===== config.mk =====
export PLATFORM = sky130hd
export DESIGN_NAME = strap_latch_sequencer
export DESIGN_NICKNAME = d
export VERILOG_FILES = /design/src/common/sls_pkg.sv /design/src/common/sls_clk_if.sv /design/src/logic/sls_clk_gen.sv /design/src/logic/strap_latch_sequencer.sv
export SDC_FILE = /design/constraint.sdc
export NUM_CORES = 1
export LEC_CHECK = 0
export BUFFER_PORTS_ARGS = -buffer_cell sky130_fd_sc_hd__clkbuf_2
export CORE_MARGIN = 3
export CORE_UTILIZATION = 35
export DETAILED_ROUTE_END_ITERATION = 8
export PLACE_DENSITY = 0.57
export RECOVER_POWER = 50
export SYNTH_ARGS = -nofsm -noshare
export SYNTH_HDL_FRONTEND = slang
export SYNTH_HIERARCHICAL = 1
export SYNTH_SLANG_ARGS = --single-unit

===== constraint.sdc =====
create_clock -name core_clk -period 3.08 [get_ports core_clk]
set_clock_uncertainty 0.15 [all_clocks]
set_input_delay 0.308 -clock core_clk [delete_from_list [all_inputs] [get_ports core_clk]]
set_output_delay 0.308 -clock core_clk [all_outputs]
set_load 0.01 [all_outputs]

===== src/common/sls_pkg.sv =====
// package of constants for the strap latch sequencer
// Operation
// 2 ms selection period before clock outputs
// dual-purpose pins three-stated during selection
// latch each pin level at period end
// enable pin drivers only after latching
// timer starts at supply-good detection
// latched straps cleared only by power cycle
// low strap reads 0, high reads 1
// first cpu clock cycle may be short
// thirteen buffered copies of fanout input
// buffered copies off during power down
// spread applies to cpu and pci clocks
// frequency straps choose cpu/pci rate
// mode strap picks reference out or halt
// power down: complement hi-z, others low
// latched straps presented as stable config
package sls_pkg;
  localparam int unsigned CLK_PERIOD_NS = 10;
  localparam int unsigned SELECT_TIME_MS = 2;
  localparam int unsigned SELECT_TIME_NS = SELECT_TIME_MS * 1000000;
  localparam int unsigned SELECT_CYCLES = (SELECT_TIME_NS + CLK_PERIOD_NS - 1) / CLK_PERIOD_NS;
  localparam int unsigned NUM_STRAPS = 5;
  localparam int unsigned NUM_FANOUT = 13;
  localparam int unsigned NUM_PCI = 4;
  // strap pin positions
  localparam int unsigned FS0_IDX = 0;
  localparam int unsigned FS1_IDX = 1;
  localparam int unsigned FS2_IDX = 2;
  localparam int unsigned FS3_IDX = 3;
  localparam int unsigned MODE_IDX = 4;
  // apb map
  localparam logic [11:0] CTRL_OFFSET = 12'h000;
  localparam logic [11:0] STATUS_OFFSET = 12'h004;
  localparam int unsigned CTRL_SPREAD_BIT = 0;
  localparam int unsigned CTRL_USB24_BIT = 1;
  localparam logic [1:0] CTRL_RESET = 2'h0;
  localparam int unsigned STAT_DONE_BIT = 0;
  localparam int unsigned STAT_STRAP_LSB = 1;
  localparam int unsigned STAT_PD_BIT = 6;
  localparam int unsigned STAT_HALT_BIT = 7;
  // divider model of the synthesiser
  localparam logic [7:0] CPU_HALF_BASE = 8'h14;
  localparam logic [1:0] PCI_RATIO = 2'h3;
  localparam logic [7:0] REF_HALF = 8'h07;
  localparam logic [7:0] USB_HALF = 8'h03;
  typedef enum logic [1:0] {
    SLS_SELECT = 2'b00,
    SLS_LATCH = 2'b01,
    SLS_RUN = 2'b10
  } sls_state_t;
endpackage : sls_pkg


===== src/common/sls_clk_if.sv =====
// configuration and clock levels between sequencer and clock generator
`timescale 1ns/1ps
interface sls_clk_if;
  logic [3:0] freq_sel;
  logic spread_en;
  logic run;
  logic cpu_level;
  logic pci_level;
  modport cfg (output freq_sel, output spread_en, output run, input cpu_level, input pci_level);
  modport gen (input freq_sel, input spread_en, input run, output cpu_level, output pci_level);
endinterface : sls_clk_if


===== src/logic/sls_clk_gen.sv =====
// cpu and pci clock level generator with optional spread dither
`timescale 1ns/1ps
module sls_clk_gen (
  input wire logic core_clk,
  input wire logic rst,
  sls_clk_if.gen clk_bus
);
  logic [7:0] cpu_cnt;
  logic [7:0] next_cpu_cnt;
  logic [1:0] pci_cnt;
  logic [1:0] next_pci_cnt;
  logic cpu_level;
  logic next_cpu_level;
  logic pci_level;
  logic next_pci_level;
  logic dither;
  logic next_dither;
  logic [7:0] half;

  always_comb begin
    // straps pick the divider, dither stretches alternate half periods
    half = sls_pkg::CPU_HALF_BASE - {4'h0, clk_bus.freq_sel} + {7'h0, dither};
    next_cpu_cnt = cpu_cnt;
    next_pci_cnt = pci_cnt;
    next_cpu_level = cpu_level;
    next_pci_level = pci_level;
    next_dither = dither & clk_bus.spread_en;
    if (!clk_bus.run) begin
      next_cpu_cnt = 8'h00;
      next_pci_cnt = 2'h0;
      next_cpu_level = 1'b0;
      next_pci_level = 1'b0;
      next_dither = 1'b0;
    end else if (cpu_cnt >= half - 8'h01) begin
      next_cpu_cnt = 8'h00;
      next_cpu_level = ~cpu_level;
      next_dither = ~dither & clk_bus.spread_en;
      if (pci_cnt == sls_pkg::PCI_RATIO - 2'h1) begin
        next_pci_cnt = 2'h0;
        next_pci_level = ~pci_level;
      end else begin
        next_pci_cnt = pci_cnt + 2'h1;
      end
    end else begin
      next_cpu_cnt = cpu_cnt + 8'h01;
    end
  end

  always_ff @(posedge core_clk or posedge rst) begin
    if (rst) begin
      cpu_cnt <= 8'h00;
      pci_cnt <= 2'h0;
      cpu_level <= 1'b0;
      pci_level <= 1'b0;
      dither <= 1'b0;
    end else begin
      cpu_cnt <= next_cpu_cnt;
      pci_cnt <= next_pci_cnt;
      cpu_level <= next_cpu_level;
      pci_level <= next_pci_level;
      dither <= next_dither;
    end
  end

  assign clk_bus.cpu_level = cpu_level;
  assign clk_bus.pci_level = pci_level;
endmodule : sls_clk_gen


===== src/logic/strap_latch_sequencer.sv =====
// power-on strap sampling sequencer with clock output control and apb status
//
// Decided for this implementation: the address map and the APB register port.
`timescale 1ns/1ps
module strap_latch_sequencer #(
  parameter int unsigned SELECT_CYCLES = sls_pkg::SELECT_CYCLES
) (
  input wire logic core_clk,
  input wire logic rst,
  input wire logic [11:0] paddr,
  input wire logic psel,
  input wire logic penable,
  input wire logic pwrite,
  input wire logic [31:0] pwdata,
  input wire logic [3:0] pstrb,
  output logic [31:0] prdata,
  output logic pready,
  output logic pslverr,
  input wire logic [4:0] dual_pin_in,
  output logic [4:0] dual_pin_out,
  output logic [4:0] dual_pin_oe,
  input wire logic shared_pin_in,
  output logic reference_clock_out,
  output logic reference_clock_oe,
  input wire logic power_down_n,
  input wire logic fanout_clock_in,
  output logic [12:0] fanout_clock_copies,
  output logic cpu_clock_true,
  output logic cpu_clock_complement,
  output logic cpu_clock_complement_oe,
  output logic cpu_chipset_clock,
  output logic [3:0] pci_clock_out,
  output logic [3:0] freq_select_straps,
  output logic mode_strap,
  output logic straps_valid
);
  sls_clk_if clk_bus ();

  // two-flop synchronisers for pins
  logic [4:0] pin_s1;
  logic [4:0] pin_s2;
  logic pd_s1;
  logic pd_s2;
  logic halt_s1;
  logic halt_s2;
  logic fan_s1;
  logic fan_s2;

  always_ff @(posedge core_clk or posedge rst) begin
    if (rst) begin
      pin_s1 <= 5'h00;
      pin_s2 <= 5'h00;
      pd_s1 <= 1'b0;
      pd_s2 <= 1'b0;
      halt_s1 <= 1'b1;
      halt_s2 <= 1'b1;
      fan_s1 <= 1'b0;
      fan_s2 <= 1'b0;
    end else begin
      pin_s1 <= dual_pin_in;
      pin_s2 <= pin_s1;
      pd_s1 <= power_down_n;
      pd_s2 <= pd_s1;
      halt_s1 <= shared_pin_in;
      halt_s2 <= halt_s1;
      fan_s1 <= fanout_clock_in;
      fan_s2 <= fan_s1;
    end
  end

  // selection timer and strap latch; rst is the power-on detector
  sls_pkg::sls_state_t state;
  sls_pkg::sls_state_t next_state;
  logic [31:0] sel_cnt;
  logic [31:0] next_sel_cnt;
  logic [4:0] straps;
  logic [4:0] next_straps;
  logic done;
  logic next_done;

  always_comb begin
    next_state = state;
    next_sel_cnt = sel_cnt;
    next_straps = straps;
    next_done = done;
    unique case (state)
      sls_pkg::SLS_SELECT: begin
        if (sel_cnt == SELECT_CYCLES - 1) begin
          next_state = sls_pkg::SLS_LATCH;
          next_straps = pin_s2;
          next_done = 1'b1;
        end else begin
          next_sel_cnt = sel_cnt + 32'h1;
        end
      end
      sls_pkg::SLS_LATCH: next_state = sls_pkg::SLS_RUN;
      sls_pkg::SLS_RUN: next_state = sls_pkg::SLS_RUN;
      default: next_state = sls_pkg::SLS_SELECT;
    endcase
  end

  always_ff @(posedge core_clk or posedge rst) begin
    if (rst) begin
      state <= sls_pkg::SLS_SELECT;
      sel_cnt <= 32'h0;
      straps <= 5'h00;
      done <= 1'b0;
    end else begin
      state <= next_state;
      sel_cnt <= next_sel_cnt;
      straps <= next_straps;
      done <= next_done;
    end
  end

  // apb slave, one wait state
  logic [1:0] ctrl;
  logic [1:0] next_ctrl;
  logic [31:0] next_prdata;
  logic next_pready;
  logic next_pslverr;
  logic [31:0] status;
  logic halt_active;

  always_comb begin
    status = 32'h0;
    status[sls_pkg::STAT_DONE_BIT] = done;
    status[sls_pkg::STAT_STRAP_LSB +: 5] = straps;
    status[sls_pkg::STAT_PD_BIT] = ~pd_s2;
    status[sls_pkg::STAT_HALT_BIT] = halt_active;
    next_ctrl = ctrl;
    next_prdata = prdata;
    next_pslverr = pslverr;
    next_pready = psel & penable & ~pready;
    if (psel && penable && !pready) begin
      next_prdata = 32'h0;
      next_pslverr = 1'b0;
      if (paddr == sls_pkg::CTRL_OFFSET) begin
        next_prdata = {30'h0, ctrl};
      end else if (paddr == sls_pkg::STATUS_OFFSET) begin
        next_prdata = status;
      end else begin
        next_pslverr = 1'b1;
      end
    end
    if (psel && penable && pready && pwrite && pstrb[0] && paddr == sls_pkg::CTRL_OFFSET) begin
      next_ctrl = pwdata[1:0];
    end
  end

  always_ff @(posedge core_clk or posedge rst) begin
    if (rst) begin
      ctrl <= sls_pkg::CTRL_RESET;
      prdata <= 32'h0;
      pready <= 1'b0;
      pslverr <= 1'b0;
    end else begin
      ctrl <= next_ctrl;
      prdata <= next_prdata;
      pready <= next_pready;
      pslverr <= next_pslverr;
    end
  end

  // clock generator hookup
  logic run;
  assign run = (state == sls_pkg::SLS_RUN);
  assign clk_bus.freq_sel = straps[sls_pkg::FS3_IDX:sls_pkg::FS0_IDX];
  assign clk_bus.spread_en = ctrl[sls_pkg::CTRL_SPREAD_BIT];
  assign clk_bus.run = run & pd_s2;

  sls_clk_gen u_clk_gen (
    .core_clk(core_clk),
    .rst(rst),
    .clk_bus(clk_bus)
  );

  // reference and usb dividers
  logic [7:0] ref_cnt;
  logic [7:0] next_ref_cnt;
  logic ref_level;
  logic next_ref_level;
  logic [7:0] usb_cnt;
  logic [7:0] next_usb_cnt;
  logic usb_level;
  logic next_usb_level;
  logic usb24_level;
  logic next_usb24_level;

  always_comb begin
    next_ref_cnt = ref_cnt + 8'h01;
    next_ref_level = ref_level;
    next_usb_cnt = usb_cnt + 8'h01;
    next_usb_level = usb_level;
    next_usb24_level = usb24_level;
    if (ref_cnt == sls_pkg::REF_HALF - 8'h01) begin
      next_ref_cnt = 8'h00;
      next_ref_level = ~ref_level;
    end
    if (usb_cnt == sls_pkg::USB_HALF - 8'h01) begin
      next_usb_cnt = 8'h00;
      next_usb_level = ~usb_level;
      if (!usb_level) begin
        next_usb24_level = ~usb24_level;
      end
    end
  end

  always_ff @(posedge core_clk or posedge rst) begin
    if (rst) begin
      ref_cnt <= 8'h00;
      ref_level <= 1'b0;
      usb_cnt <= 8'h00;
      usb_level <= 1'b0;
      usb24_level <= 1'b0;
    end else begin
      ref_cnt <= next_ref_cnt;
      ref_level <= next_ref_level;
      usb_cnt <= next_usb_cnt;
      usb_level <= next_usb_level;
      usb24_level <= next_usb24_level;
    end
  end

  // registered pin drivers
  logic [4:0] next_dual_out;
  logic [4:0] next_dual_oe;
  logic next_ref_out;
  logic next_ref_oe;
  logic next_cpu_t;
  logic next_cpu_c;
  logic next_cpu_c_oe;
  logic next_cpu_cs;
  logic [3:0] next_pci;
  logic [12:0] next_fanout;
  logic cpu_on;

  assign halt_active = done & ~straps[sls_pkg::MODE_IDX] & ~halt_s2;

  always_comb begin
    // first enabled cpu phase may be short, no attempt to align it
    cpu_on = run & pd_s2 & ~halt_active;
    next_dual_oe = {5{run}};
    next_dual_out = 5'h00;
    if (pd_s2) begin
      next_dual_out[sls_pkg::FS0_IDX] = ref_level;
      next_dual_out[sls_pkg::FS1_IDX] = clk_bus.pci_level;
      next_dual_out[sls_pkg::FS2_IDX] = usb_level;
      next_dual_out[sls_pkg::FS3_IDX] = ctrl[sls_pkg::CTRL_USB24_BIT] ? usb24_level : usb_level;
      next_dual_out[sls_pkg::MODE_IDX] = clk_bus.pci_level;
    end
    next_ref_oe = run & straps[sls_pkg::MODE_IDX];
    next_ref_out = ref_level & pd_s2;
    next_cpu_t = cpu_on & clk_bus.cpu_level;
    next_cpu_cs = cpu_on & clk_bus.cpu_level;
    next_cpu_c = cpu_on & ~clk_bus.cpu_level;
    next_cpu_c_oe = cpu_on;
    next_pci = {sls_pkg::NUM_PCI{clk_bus.pci_level & pd_s2}};
  end

  genvar gi;
  generate
    for (gi = 0; gi < sls_pkg::NUM_FANOUT; gi++) begin : g_fanout
      assign next_fanout[gi] = fan_s2 & pd_s2;
    end
  endgenerate

  always_ff @(posedge core_clk or posedge rst) begin
    if (rst) begin
      dual_pin_out <= 5'h00;
      dual_pin_oe <= 5'h00;
      reference_clock_out <= 1'b0;
      reference_clock_oe <= 1'b0;
      cpu_clock_true <= 1'b0;
      cpu_clock_complement <= 1'b0;
      cpu_clock_complement_oe <= 1'b0;
      cpu_chipset_clock <= 1'b0;
      pci_clock_out <= 4'h0;
      fanout_clock_copies <= 13'h0000;
      freq_select_straps <= 4'h0;
      mode_strap <= 1'b0;
      straps_valid <= 1'b0;
    end else begin
      dual_pin_out <= next_dual_out;
      dual_pin_oe <= next_dual_oe;
      reference_clock_out <= next_ref_out;
      reference_clock_oe <= next_ref_oe;
      cpu_clock_true <= next_cpu_t;
      cpu_clock_complement <= next_cpu_c;
      cpu_clock_complement_oe <= next_cpu_c_oe;
      cpu_chipset_clock <= next_cpu_cs;
      pci_clock_out <= next_pci;
      fanout_clock_copies <= next_fanout;
      freq_select_straps <= straps[sls_pkg::FS3_IDX:sls_pkg::FS0_IDX];
      mode_strap <= straps[sls_pkg::MODE_IDX];
      straps_valid <= done;
    end
  end
endmodule : strap_latch_sequencer


==> metrics.cfg <==
[route]
vias_per_cell=4.72
first_pass_iters=4
drt_iter0_markers=187
post_drt_wl_per_cell_um=13.3
drc=0
final_antenna_net_count=0
wl_um=10000
vias=3553

[finish]
final_common_cell=dfrtp_1
n_fill_cell=1383
register_area_sq_um=2910
antenna-diode-count=0
multi_input_area_sq_um=2100
drive_above_1_share_pct=25.3
final_nets=636
final_cell_mix=114 x dfrtp_1, 76 x clkbuf_2, 34 x xnor2_1
syn_to_final_growth_pct=20.2
utilization_pct=43.6

[yosys]
yosysWarnings=6
synth_largest_area_cell=dfrtp_1
synth.area.top_cells=dfrtp_1 53%, buf_4 6.6%, xnor2_1 5.6%
synth_xor_xnor_area_share_pct=8.35
postSynth.asyncResetShare_pct=100
syn-cell-area_sq_um=5350
netlist_instances=473
avgSynthCellArea_sq_um=11.3
synth_top_family_by_area=simple AND/OR/NAND/NOR gates
synth_adder_area_share_pct=4.63
synth_edf_count=0
ys_types=49
synth-simple-area-share_pct=16.7
synth_seq_cells=116
netlist.area_leader.share_pct=53.3
synth-main-ff-cell=dfrtp_1
synth-seq-area-share_pct=54.3
synth_compound_area_share_pct=4.61
muxShareOfSynthArea_pct=3.06

[floorplanning]
fp.coreArea_sq_um=14800
rows=44
die_w_um=130
dieArea_sq_um=16800
start_util_pct=36.3
boundaryPins=134
die_y_um=130

[cts]
clock-root-buffer=clkbuf_16
clockBufferDepth=2
path_clk_slew_ps=60
clkLatencyLatePin_ps=410
cts_tree=built
htree_levels=4
numClockSinks=116
cts_buffers=17

[power_and_ir_drop]
total_power_mw=3.53
powerDensity_nw_per_um2=550
power_frac_seq_pct=43.7
share_comb_of_total_power_pct=2.7
cellInternalPower_mw=2.71
p_leak_nw=3.12
p_sw_mw=0.825
pwr-share-clk_pct=53.5
ir_drop_mv=0.403
switching_share_pct=23.4

[timing]
max_slew_margin_pct=45.7
period_share_pct=95.0
drv_slew=0
finalHoldViolations=0
worstMarginPinSlew_ps=813
fin_crit_ps=2920
finalSetupViolations=0
rsz0062_at_grt=true
clock.fmax_mhz=342

[place]
place.gp.congestion=0.801
port_buffers=76
hpwlAfterDp_um=7240

[worst_setup_path]
crit_arrival_ps=3070
criticalPathCategory=reg2reg
critPathRequiredTime_ps=3220
worstReg2RegStart=straps[0]
cp_max_fo=4
critPathCaptureType=flip-flop
cp-start-kind=flip-flop
crit_start=straps[0]

[global_routing]
grt_max_degree=37
grt_overflow=0
grt_usage_pct=12.8
grt_pass1_vias=3418
antenna_found_initial=0
grt_pass1_wl_um=16900

[hold_path]
min_path_type=in2reg
hold_start=pwdata[1]

[status]
status=finished clean

[flow_run]
maxCapViolations=0

==> synth_stat cells, types with 5 or more instances <==
cell,n
clkbuf_1,5
o21ai_0,5
dfrtp_1,114
nor2_1,33
and3_1,12
nand2_1,30
nor4_1,8
nand3_1,32
and2_1,11
ha_1,19
a22o_1,6
xor2_1,17
mux2_2,11
xnor2_1,34
buf_4,47
o21a_1,7
inv_1,16
a21oi_1,9
nand4_1,7
==> cell type report <==
class	count	share of cell area, %
Timing Repair Buffer	94	8.54
Clock buffer	18	6.68
Sequential cell	116	45.2
Tap cell	184	3.58
Inverter	16	0.993
Multi-Input combinational cell	311	32.7
Clock inverter	14	2.28
==> worst max-delay path: stages (launching register included) <==
cell and delay, ps:
dfrtp_1 360, inv_1 70, ha_1 310, inv_1 50, ha_2 210, maj3_1 350
o21a_1 180, ha_1 270, nand4_1 140, o21bai_2 240, buf_4 160, a21oi_1 130
and4b_1 200
==> sequential cells by signal, summed over array words and instances, names as in the netlist, 2 cells and up <==
name	flops
ctrl	2
sel_cnt	32
pin_s2	5
u_clk_gen/cpu_cnt	8
ref_cnt	8
prdata	8
u_clk_gen/pci_cnt	2
freq_select_straps	4
pin_s1	5
dual_pin_out	3
straps	5
usb_cnt	8
state	2
==> path summary, 6_finish.rpt <==
kind,slack [ps],depth (start not counted),end
setup / recovery,160,12,u_clk_gen/dither
hold / removal,30,2,ctrl[1]
setup reg to reg,160,12,u_clk_gen/dither
hold reg to reg,200,0,halt_s2
max in group asynchronous,1530,4,halt_s1
min in group asynchronous,350,3,u_clk_gen/dither
==> per-layer routing <==
layer  track usage (%)  vias to the layer above  wire, um
met5                 0                        -         0
met4              4.03                        0       143
met3              4.49                        8       459
met2              20.2                       89      4830
met1              16.8                     1741      4610
li1                  -                     1715         -
==> power by group through the flow <==
stage	clock network, mW	registers [mW]	logic (mW)
floorplan	0	1.57	0.0790
global placement	0	1.57	0.0890
detailed placement	0	1.57	0.0900
CTS	1.94	1.55	0.0999
global route	2.02	1.55	0.112
finish	1.89	1.54	0.0971
==> kinds of logic (layout without fill, tap and decap cells) <==
| group | Yosys count | after routing |
|---|---|---|
| AOI/OAI and AO/OA | 34 | 34 |
| xor gates and xnor gates | 51 | 51 |
| adders and majority gates | 20 | 20 |
| buffers and inverters | 69 | 142 |
| DFF | 116 | 116 |
| muxes | 15 | 15 |
| other | 1 | 24 |
| and+or+nand+nor | 167 | 167 |
==> through the flow <==
stage | cells | worst slack, ps | hold slack [ps] | instance area, sq um | setup TNS (ps)
final | 753 | 155 | 26.5 | 6430 | 0
after global routing | 753 | -18.5 | 3.44 | 6430 | -24.1
after CTS | 752 | 38.4 | 6.65 | 6410 | 0
after detailed placement | 710 | 93.9 | 186 | 5730 | 0
after global placement | 710 | 191 | 186 | 5730 | 0
after floorplan | 496 | 134 | 35.0 | 5440 | 0
==> repair_timing <==
item,CTS,global route
endpoints found under the setup margin,0,13
hold endpoints to repair,54,0
gates resized for setup,0,6
setup buffers,0,1
hold buffers,10,0
(Power assumes the default switching activity.)
